File: config.mk
export PLATFORM = sky130hd
export DESIGN_NAME = afg_firing_gen
export DESIGN_NICKNAME = d
export VERILOG_FILES = /design/src/design/afg_pkg.sv /design/src/design/afg_firing_gen.sv
export SDC_FILE = /design/constraint.sdc
export NUM_CORES = 2
export LEC_CHECK = 0
export BUFFER_PORTS_ARGS = -buffer_cell sky130_fd_sc_hd__buf_2
export CAP_MARGIN = 25
export CELL_PAD_IN_SITES_DETAIL_PLACEMENT = 0
export CELL_PAD_IN_SITES_GLOBAL_PLACEMENT = 2
export CORE_MARGIN = 1.5
export CORE_UTILIZATION = 38
export CTS_CLUSTER_DIAMETER = 80
export DETAILED_ROUTE_END_ITERATION = 8
export PLACE_DENSITY_LB_ADDON = 0.1
export SYNTH_ARGS = -nofsm -noshare
export SYNTH_HDL_FRONTEND = slang
export SYNTH_SLANG_ARGS = --single-unit
File: constraint.sdc
create_clock -name clk_sys -period 15.45 [get_ports clk_sys]
set_clock_uncertainty 0.2 [all_clocks]
set_input_delay 3.09 -clock clk_sys [delete_from_list [all_inputs] [get_ports clk_sys]]
set_output_delay 3.09 -clock clk_sys [all_outputs]
set_load 0.005 [all_outputs]
File: src/design/afg_pkg.sv
// Overview of operation
// - Delayed burst fires at the set delay angle after each burst's zero cross.
// - With two minimum cycles, bursts hold two on cycles, period scales with demand.
// - Burst on and off runs last at least minimum cycles; on share tracks demand.
// - Half-cycle mode decides on or off at every half line cycle.
// - Half-cycle mode balances positive and negative halves to avoid DC.
// - Half cycle: 25% one of three, 50% one of two, 66% two of three.
// - Phase angle conducts from turn-on point to the end of each half cycle.
// - Phase turn-on at 135, 90, 45 degrees for 25, 50, 75 percent.
// - At 100% demand every mode holds the output on continuously.
// - Plain phase-angle mode bypasses the soft-start ramp entirely.
// - Ramped phase angle moves set point gradually over ramp time in 50ms steps.
// - Enable rising ramps the effective set point from 0% to set point.
// - Ramped phase angle switches off at once when enable falls.
// - Soft start filters the set point in all modes except plain phase angle.
// - Soft start also applies when the enable input changes state, except a fall in ramped phase angle.
// - Firing selector offers delayed burst, half cycle, phase, ramped phase.
// - Set point comes from scaled analog input or operator value.
package afg_pkg;

  localparam int CLK_HZ = 100_000_000;
  localparam int RAMP_STEP_MS = 50;
  localparam int RAMP_STEP_CYCLES = CLK_HZ / 1000 * RAMP_STEP_MS;
  // Cycles per one percent of movement for each ramp step.
  localparam int PCT_TICK_CYCLES = RAMP_STEP_CYCLES / 100;

  localparam int AW = 4;
  localparam int DW = 16;

  localparam logic [3:0] OFF_CTRL = 4'h0;
  localparam logic [3:0] OFF_MIN_CYC = 4'h1;
  localparam logic [3:0] OFF_DELAY = 4'h2;
  localparam logic [3:0] OFF_RAMP = 4'h3;
  localparam logic [3:0] OFF_SETPOINT = 4'h4;
  localparam logic [3:0] OFF_AIN_GAIN = 4'h5;
  localparam logic [3:0] OFF_STATUS = 4'h6;
  localparam logic [3:0] OFF_PERIOD = 4'h7;

  localparam int CTRL_MODE_LSB = 0;
  localparam int CTRL_SRC_BIT = 2;

  typedef enum logic [1:0] {
    AFG_BURST_DELAY = 2'h0,
    AFG_HALF = 2'h1,
    AFG_PHASE = 2'h2,
    AFG_PHASE_RAMP = 2'h3
  } afg_mode_t;

  localparam afg_mode_t RST_MODE = AFG_BURST_DELAY;
  localparam logic RST_SRC = 1'b1;
  localparam logic [7:0] RST_MIN_CYC = 8'h01;
  localparam logic [7:0] RST_DELAY = 8'h50;
  localparam logic [7:0] RST_RAMP = 8'h00;
  localparam logic [6:0] RST_SETPOINT = 7'h00;
  localparam logic [7:0] RST_AIN_GAIN = 8'h64;
  localparam logic [7:0] RST_OFF_CNT = 8'hff;

  localparam logic [6:0] PCT_FULL = 7'h64;
  localparam logic [6:0] PCT_HALF = 7'h32;
  localparam logic [7:0] DEG_MAX = 8'hb4;
  localparam logic [8:0] RECIP_180 = 9'h16c;
  localparam logic [8:0] PCT_TO_DEG = 9'h1cd;
  localparam logic [19:0] TIMER_MAX = 20'hfffff;

endpackage

File: src/design/afg_firing_gen.sv
`timescale 1ns/1ns
`default_nettype none

module afg_firing_gen #(
  parameter int PCT_TICK = afg_pkg::PCT_TICK_CYCLES
) (
  input wire logic clk_sys,
  input wire logic rst_n,
  input wire logic [afg_pkg::AW-1:0] reg_addr,
  input wire logic [afg_pkg::DW-1:0] reg_wdata,
  input wire logic reg_wr,
  input wire logic reg_rd,
  output logic [afg_pkg::DW-1:0] reg_rdata,
  input wire logic zero_cross,
  input wire logic line_pos,
  input wire logic enable_in,
  input wire logic [11:0] ain_1,
  output logic gate_out
);
  import afg_pkg::*;

  afg_mode_t mode;
  logic src_op;
  logic [7:0] min_cycles;
  logic [7:0] delay_deg;
  logic [7:0] ramp_steps;
  logic [7:0] ain_gain;
  logic [6:0] op_sp;

  logic en_q;
  logic [6:0] eff_sp;
  logic [23:0] tick_cnt;

  logic [19:0] timer;
  logic [19:0] period;
  logic valid;
  logic hc_pos;

  logic [8:0] acc_h;
  logic half_on;
  logic last_pol;

  logic [15:0] acc_b;
  logic [7:0] burst_left;
  logic [7:0] off_cnt;
  logic burst_on;
  logic burst_first;

  logic next_gate;

  // Register write decode.
  wire logic wr_ctrl = reg_wr && (reg_addr == OFF_CTRL);
  wire logic wr_min = reg_wr && (reg_addr == OFF_MIN_CYC);
  wire logic wr_delay = reg_wr && (reg_addr == OFF_DELAY);
  wire logic wr_ramp = reg_wr && (reg_addr == OFF_RAMP);
  wire logic wr_sp = reg_wr && (reg_addr == OFF_SETPOINT);
  wire logic wr_gain = reg_wr && (reg_addr == OFF_AIN_GAIN);

  // Written values are clamped so the datapath never sees an impossible
  // demand, angle or a zero-length burst.
  wire logic [7:0] wr_byte = reg_wdata[7:0];
  wire logic [6:0] wr_pct = (wr_byte > {1'b0, PCT_FULL}) ? PCT_FULL :
                            wr_byte[6:0];
  wire logic [7:0] wr_deg = (wr_byte > DEG_MAX) ? DEG_MAX : wr_byte;
  wire logic [7:0] wr_cyc = (wr_byte == 8'h00) ? RST_MIN_CYC : wr_byte;

  always_ff @(posedge clk_sys or negedge rst_n) begin
    if (!rst_n) begin
      mode <= RST_MODE;
      src_op <= RST_SRC;
      min_cycles <= RST_MIN_CYC;
      delay_deg <= RST_DELAY;
      ramp_steps <= RST_RAMP;
      op_sp <= RST_SETPOINT;
      ain_gain <= RST_AIN_GAIN;
    end else begin
      if (wr_ctrl) begin
        mode <= afg_mode_t'(reg_wdata[CTRL_MODE_LSB +: 2]);
        src_op <= reg_wdata[CTRL_SRC_BIT];
      end
      if (wr_min) begin
        min_cycles <= wr_cyc;
      end
      if (wr_delay) begin
        delay_deg <= wr_deg;
      end
      if (wr_ramp) begin
        ramp_steps <= wr_byte;
      end
      if (wr_sp) begin
        op_sp <= wr_pct;
      end
      if (wr_gain) begin
        ain_gain <= wr_byte;
      end
    end
  end

  // Analog set point: gain of 100 maps full scale to 100 percent.
  wire logic [19:0] ain_prod = ain_1 * ain_gain;
  wire logic [7:0] ain_pct = ain_prod[19:12];
  wire logic [6:0] ain_sp = (ain_pct > {1'b0, PCT_FULL}) ? PCT_FULL :
                            ain_pct[6:0];
  wire logic [6:0] set_sp = src_op ? op_sp : ain_sp;
  wire logic [6:0] target = enable_in ? set_sp : 7'h00;

  // Soft-start filter: one percent per tick, so a full swing takes the
  // programmed number of 50 ms steps.
  wire logic en_fall = en_q && !enable_in;
  wire logic ramp_off = (mode == AFG_PHASE) || (ramp_steps == 8'h00);
  wire logic [23:0] tick_load = 24'(ramp_steps * PCT_TICK - 1);
  wire logic tick = (tick_cnt == 24'h000000);
  wire logic [6:0] step_sp = (eff_sp < target) ? eff_sp + 7'h01 :
                             (eff_sp > target) ? eff_sp - 7'h01 : eff_sp;
  wire logic [6:0] next_eff =
    (mode == AFG_PHASE_RAMP && en_fall) ? 7'h00 :
    ramp_off ? target :
    tick ? step_sp : eff_sp;

  always_ff @(posedge clk_sys or negedge rst_n) begin
    if (!rst_n) begin
      en_q <= 1'b0;
      eff_sp <= 7'h00;
      tick_cnt <= 24'h000000;
    end else begin
      en_q <= enable_in;
      eff_sp <= next_eff;
      tick_cnt <= (tick || eff_sp == target) ? tick_load : tick_cnt - 24'h1;
    end
  end

  // Line timing: the half-cycle period is measured between zero crosses.
  // A saturated timer means the line is missing and angles are not fired.
  always_ff @(posedge clk_sys or negedge rst_n) begin
    if (!rst_n) begin
      timer <= 20'h00000;
      period <= 20'h00000;
      valid <= 1'b0;
      hc_pos <= 1'b0;
    end else if (zero_cross) begin
      timer <= 20'h00000;
      period <= (timer == TIMER_MAX) ? TIMER_MAX : timer + 20'h1;
      valid <= (timer != TIMER_MAX);
      hc_pos <= line_pos;
    end else if (timer != TIMER_MAX) begin
      timer <= timer + 20'h1;
    end else begin
      valid <= 1'b0;
    end
  end

  // Phase angle from demand: 180 * (100 - p) / 100.
  wire logic [6:0] off_pct = PCT_FULL - eff_sp;
  wire logic [15:0] pd_prod = off_pct * PCT_TO_DEG;
  wire logic [7:0] phase_deg = pd_prod[15:8];
  wire logic [7:0] fire_deg = (mode == AFG_BURST_DELAY) ? delay_deg :
                              phase_deg;
  wire logic [16:0] deg_k = fire_deg * RECIP_180;
  wire logic [36:0] thr_prod = period * deg_k;
  wire logic [19:0] thr = thr_prod[35:16];
  wire logic fire_now = valid && (timer >= thr);
  wire logic full = (eff_sp == PCT_FULL);

  // Half cycle: credit accrues p per half against a modulus of p + 50 below
  // half demand and 100 above it, which gives the one-in-three pattern at
  // 25 percent. Firing is held back while the polarity would repeat.
  wire logic [7:0] h_mod = (eff_sp < PCT_HALF) ?
                           {1'b0, eff_sp} + {1'b0, PCT_HALF} :
                           {1'b0, PCT_FULL};
  wire logic [8:0] h_sum = acc_h + {2'b00, eff_sp};
  wire logic h_credit = (eff_sp != 7'h00) && (h_sum >= {1'b0, h_mod});
  wire logic h_conduct = full || (h_credit && (line_pos != last_pol));

  always_ff @(posedge clk_sys or negedge rst_n) begin
    if (!rst_n) begin
      acc_h <= 9'h000;
      half_on <= 1'b0;
      last_pol <= 1'b0;
    end else if (zero_cross) begin
      half_on <= h_conduct;
      if (h_conduct) begin
        last_pol <= line_pos;
        acc_h <= full ? 9'h000 : h_sum - {1'b0, h_mod};
      end else begin
        // Credit keeps accruing through a deferred half, so the next half of
        // the other polarity fires. Holding it would turn 50 percent into
        // one half in three.
        acc_h <= h_sum;
      end
    end
  end

  // Delayed burst: credit accrues p per line cycle and each on cycle spends
  // 100, so the on share follows demand. A burst may only follow another
  // directly or after at least the minimum run of off cycles.
  wire logic pos_zc = zero_cross && line_pos;
  wire logic [15:0] b_sum = acc_b + {9'h000, eff_sp};
  wire logic [15:0] b_need = {8'h00, min_cycles} * {9'h000, PCT_FULL};
  wire logic [15:0] b_used = (b_sum > {9'h000, PCT_FULL}) ?
                             b_sum - {9'h000, PCT_FULL} : 16'h0000;
  wire logic b_more = (burst_left != 8'h00);
  wire logic b_start = !b_more && (b_sum >= b_need) &&
                       (burst_on || off_cnt >= min_cycles);

  always_ff @(posedge clk_sys or negedge rst_n) begin
    if (!rst_n) begin
      acc_b <= 16'h0000;
      burst_left <= 8'h00;
      off_cnt <= RST_OFF_CNT;
      burst_on <= 1'b0;
      burst_first <= 1'b0;
    end else if (pos_zc) begin
      if (b_more || b_start) begin
        burst_on <= 1'b1;
        burst_first <= !burst_on;
        burst_left <= b_more ? burst_left - 8'h01 : min_cycles - 8'h01;
        acc_b <= b_used;
        off_cnt <= 8'h00;
      end else begin
        burst_on <= 1'b0;
        burst_first <= 1'b0;
        acc_b <= b_sum;
        off_cnt <= (off_cnt == 8'hff) ? off_cnt : off_cnt + 8'h01;
      end
    end else if (zero_cross) begin
      burst_first <= 1'b0;
    end
  end

  always_comb begin
    unique case (mode)
      AFG_BURST_DELAY: next_gate = burst_on && (!burst_first || fire_now);
      AFG_HALF: next_gate = half_on;
      AFG_PHASE, AFG_PHASE_RAMP: begin
        next_gate = full || (eff_sp != 7'h00 && fire_now);
      end
    endcase
  end

  // Read path answers in the next cycle; unmapped offsets read zero.
  wire logic [15:0] stat_word = {5'h00, hc_pos, valid, gate_out, 1'b0, eff_sp};
  wire logic [15:0] rd_mux =
    (reg_addr == OFF_CTRL) ? {13'h0000, src_op, mode} :
    (reg_addr == OFF_MIN_CYC) ? {8'h00, min_cycles} :
    (reg_addr == OFF_DELAY) ? {8'h00, delay_deg} :
    (reg_addr == OFF_RAMP) ? {8'h00, ramp_steps} :
    (reg_addr == OFF_SETPOINT) ? {9'h000, op_sp} :
    (reg_addr == OFF_AIN_GAIN) ? {8'h00, ain_gain} :
    (reg_addr == OFF_STATUS) ? stat_word :
    (reg_addr == OFF_PERIOD) ? period[19:4] : 16'h0000;

  always_ff @(posedge clk_sys or negedge rst_n) begin
    if (!rst_n) begin
      reg_rdata <= 16'h0000;
      gate_out <= 1'b0;
    end else begin
      reg_rdata <= reg_rd ? rd_mux : 16'h0000;
      gate_out <= next_gate;
    end
  end
endmodule

`default_nettype wire

==> results.txt <==
- Outcome: finished clean
- Most used DFF post-synth: sky130_fd_sc_hd__dfrtp_1
- After detailed routing, the average wire length per cell comes to ~18 µm.
* Data required time at the worst endpoint: 15.62 ns
- Total DRC errors in the routed layout: 0
- Total routing usage reported by global routing: 21.4%
- Wirelength, routed: 78400 µm
* Combinational family with the most area after synthesis: adder cells
* Register cell area after layout: roughly 0.0045 mm²
- The portion of synthesized area spent on multiplexers is under 10%.
* Share of synthesized flip-flops with an asynchronous set or reset: 100%
- Number of buffers added on ports: 47
- The synthesized design contains 0 enable-type register cells.
* Cell Count Post-Placement: between 4000 and 5000
* Initial core utilization: a little under two fifths
* Hold-fix buffer count after cts: 0
- The final route contains approximately 22000 vias.
- The layout has approximately 7400 filler cells.
* Worst-Margin Slew: between 1 and 1.5 ns
- Setup repair after global routing could not meet its margin everywhere.
* Number of buffers added by the clock tree synthesis step: 17
- Number of hold violations in the final report: 0
* Die H: around 280 µm
- Placer's final routability congestion estimate: around 0.83
- Dividing the final minimum period by the clock period gives roughly 99%.
* Post-Synthesis Cells: between 3000 and 4000
- The HPWL after detailed placement is 63100 µm.
* Post-route core utilization: between 40% and 50%
* Antenna violations before repair: 9
- The later pin in the worst-skew pair is clocked with a latency of roughly 0.49 ns.
- Area share of xor/xnor cells in the synthesized design: a little over 5%
- Summing the sequential cell areas from Yosys gives 15.8% of the chip area.
* Area of combinational cells with multiple inputs: ~0.022 mm²
- Of all nets on the critical path, the largest fanout is 5.
- Syn Area/Cell: between 8 and 9 µm²
* Synth top cells by count: sky130_fd_sc_hd__inv_1 (479), sky130_fd_sc_hd__ha_1 (374), sky130_fd_sc_hd__nand2_1 (373)
- Placed cell areas: 0.0308 mm²
- The worst pin sits at a relative slew slack of between 30 and 40%.
- Post-route cell area: between 0.03 and 0.04 mm²
* Largest area contributor in the synthesized netlist: sky130_fd_sc_hd__fa_1
* Yosys warns: 0
- Of the total synthesized cell area, the portion taken by full adders, half adders and majority gates is 40.0%.
* Number of max-cap violations: 0
- The number of global-route vias before repair came to around 24000.
* Setup crit start kind: flip-flop
- Iteration-0 DRC Markers: about 1000
- The netlist uses 101 different library cells.
- 56 I/O pins were placed.
- The post-route netlist has between 10% and 20% of its cells at a drive strength greater than 1.
- Achievable frequency: around 66 MHz
- The root buffer cell chosen for the clock tree is sky130_fd_sc_hd__clkbuf_16.
- The first global-routing pass estimated between 100000 and 150000 µm of wire.
* Count of state elements after synthesis: 178
- Site row count: 100
- Drt first pass iters: 5
- Pin count of the biggest net entering global routing: 70
- The count of nets left with antenna violations once routing finished came out at 0.
- Width of the die: about 280 µm
- The total area inside the core boundary comes to ~0.074 mm².
* Synthesized Nets: 3943
- The floorplan step defined a die boundary enclosing 0.0763 mm².
- After clock tree synthesis, the clock-pin slew on the worst setup and hold paths is about 0.080 ns.
- Area share of the largest cell type after synthesis: 23.5%
- At the end of the flow, the number of nets in the layout was ~4000.
- Final Max Slew Viols: 0
- For this run, the slowest stage of the critical path takes around 0.55 ns.
- The synthesized netlist occupies a cell area of 0.0284 mm².
- TritonCTS built the clock tree.
- Setup violators final: 0
- The worst hold path belongs to the class reg2reg.
- For the finished layout, the period the worst path requires is 15.25 ns.
* Area growth from synthesis to layout: 13.0%
- Count of H-tree levels built during CTS: 4
- For this run, the number of standard cells in the final layout without fillers is approximately 4300.
- Summed over all layers, the global routing overflow is 0.
- After Yosys synthesis, and, or, nand and nor cells account for ~18% of the synthesized area.
- The largest individual stage delay along the critical path comes from the cell sky130_fd_sc_hd__fa_1.
- The worst setup path is captured at a flip-flop.
* Critical path arrival: between 15 and 20 ns
- Dividing the detail-routed via count by the number of cells gives between 5 and 6.
- Compound-gate portion of the synthesized area: about 11%
* Clk buf depth: 2
* Crit Path Category: reg2reg
- Clock sink total: ~180
- Top-count cell post-synth: sky130_fd_sc_hd__inv_1
- Biggest area contributors in the synthesized netlist: sky130_fd_sc_hd__fa_1 (23%), sky130_fd_sc_hd__ha_1 (16%), sky130_fd_sc_hd__dfrtp_1 (14%)
==> stage by stage <==
| step | hold slack (ns) | TNS (ns) | setup slack [ns] |
|---|---|---|---|
| after CTS | 0.265 | 0 | 0.00156 |
| after global placement | 0.249 | -0.913 | -0.913 |
| after detailed placement | 0.254 | -0.927 | -0.927 |
| final | 0.258 | 0 | 0.196 |
| after floorplan | 0.229 | 0 | 0.0330 |
| after global routing | 0.268 | -0.438 | -0.438 |
==> cell usage in the layout (no fill, tap or decap), types with 24 or more instances in the layout <==
cell type	n
sky130_fd_sc_hd__inv_1	475
sky130_fd_sc_hd__nand2_1	373
sky130_fd_sc_hd__ha_1	361
sky130_fd_sc_hd__fa_1	326
sky130_fd_sc_hd__nor2_1	188
sky130_fd_sc_hd__buf_4	176
sky130_fd_sc_hd__dfrtp_1	163
sky130_fd_sc_hd__and2_1	162
sky130_fd_sc_hd__a21oi_1	106
sky130_fd_sc_hd__xnor2_1	95
sky130_fd_sc_hd__o21ai_0	88
sky130_fd_sc_hd__xor2_1	61
sky130_fd_sc_hd__buf_2	46
sky130_fd_sc_hd__nor3_1	42
sky130_fd_sc_hd__nand3_1	41
sky130_fd_sc_hd__nor2b_1	40
sky130_fd_sc_hd__a21o_1	40
sky130_fd_sc_hd__nand2b_1	38
sky130_fd_sc_hd__mux2_2	33
sky130_fd_sc_hd__mux2i_1	24
==> path summary, 6_finish.rpt <==
| kind | start | end | slack [ns] | cells past startpoint |
|---|---|---|---|---|
| setup reg to reg | eff_sp[1] | gate_out | 0.20 | 69 |
| min in group asynchronous | rst_n | acc_b[10] | 2.40 | 1 |
| setup / recovery | eff_sp[1] | gate_out | 0.20 | 69 |
| max in group asynchronous | rst_n | timer[18] | 11.05 | 4 |
| hold reg to reg | tick_cnt[0] | tick_cnt[0] | 0.26 | 1 |
| hold / removal | tick_cnt[0] | tick_cnt[0] | 0.26 | 1 |
==> critical path, delay by kind of cell (launching register included) <==
kind                     cells  cell delay (ns)
AO/OA/AOI/OAI               18             3.00
XOR/XNOR                     3             0.40
adder cells (fa/ha/maj)     19             7.26
buffers and inverters       17             1.48
flip-flops                   1             0.36
multiplexers                 1             0.29
AND/OR/NAND/NOR             11             2.10
==> repair_timing <==
item,in CTS,in global routing
setup endpoints to repair,1,1
pin swaps,61,35
setup buffers,17,4
resized for setup,52,35
==> kinds of logic (layout without fill, tap and decap cells) <==
group                      count (synthesis)  count (layout)
buffers and inverters                    592             749
muxes                                     58              58
xor gates and xnor gates                 166             166
AOI/OAI and AO/OA                        481             481
other                                      1               3
DFF                                      178             178
adders and majority gates                707             707
and+or+nand+nor                         1014            1014
==> area by class of cell <==
type | count | area share (%)
timing repair buffer | 238 | 5.75
sequential | 178 | 14.0
inverter | 479 | 5.61
clock buffer | 18 | 1.37
antenna | 2 | 0.0156
tap | 969 | 3.78
clock inverter | 14 | 0.515
multi-input combinational | 2427 | 69.0
==> sequential cells by signal, summed over array words and instances (netlist names), 2 cells and up <==
name,count
reg_rdata,16
off_cnt,8
op_sp,7
acc_h,9
min_cycles,8
eff_sp,7
burst_left,8
ramp_steps,8
ain_gain,8
timer,20
mode,2
period,20
acc_b,16
tick_cnt,24
delay_deg,8
==> routing by layer <==
layer | track usage (%) | wire length [µm] | vias to the layer above
met4 | 4.39 | 1150 | 4
li1 | - | - | 10800
met3 | 2.09 | 1800 | 63
met5 | 0 | 24 | -
met2 | 37.9 | 39400 | 245
met1 | 28.2 | 36100 | 11100
Power is not shown: default switching activity piles up to over one toggle a cycle in this logic, so the estimate is an artifact.
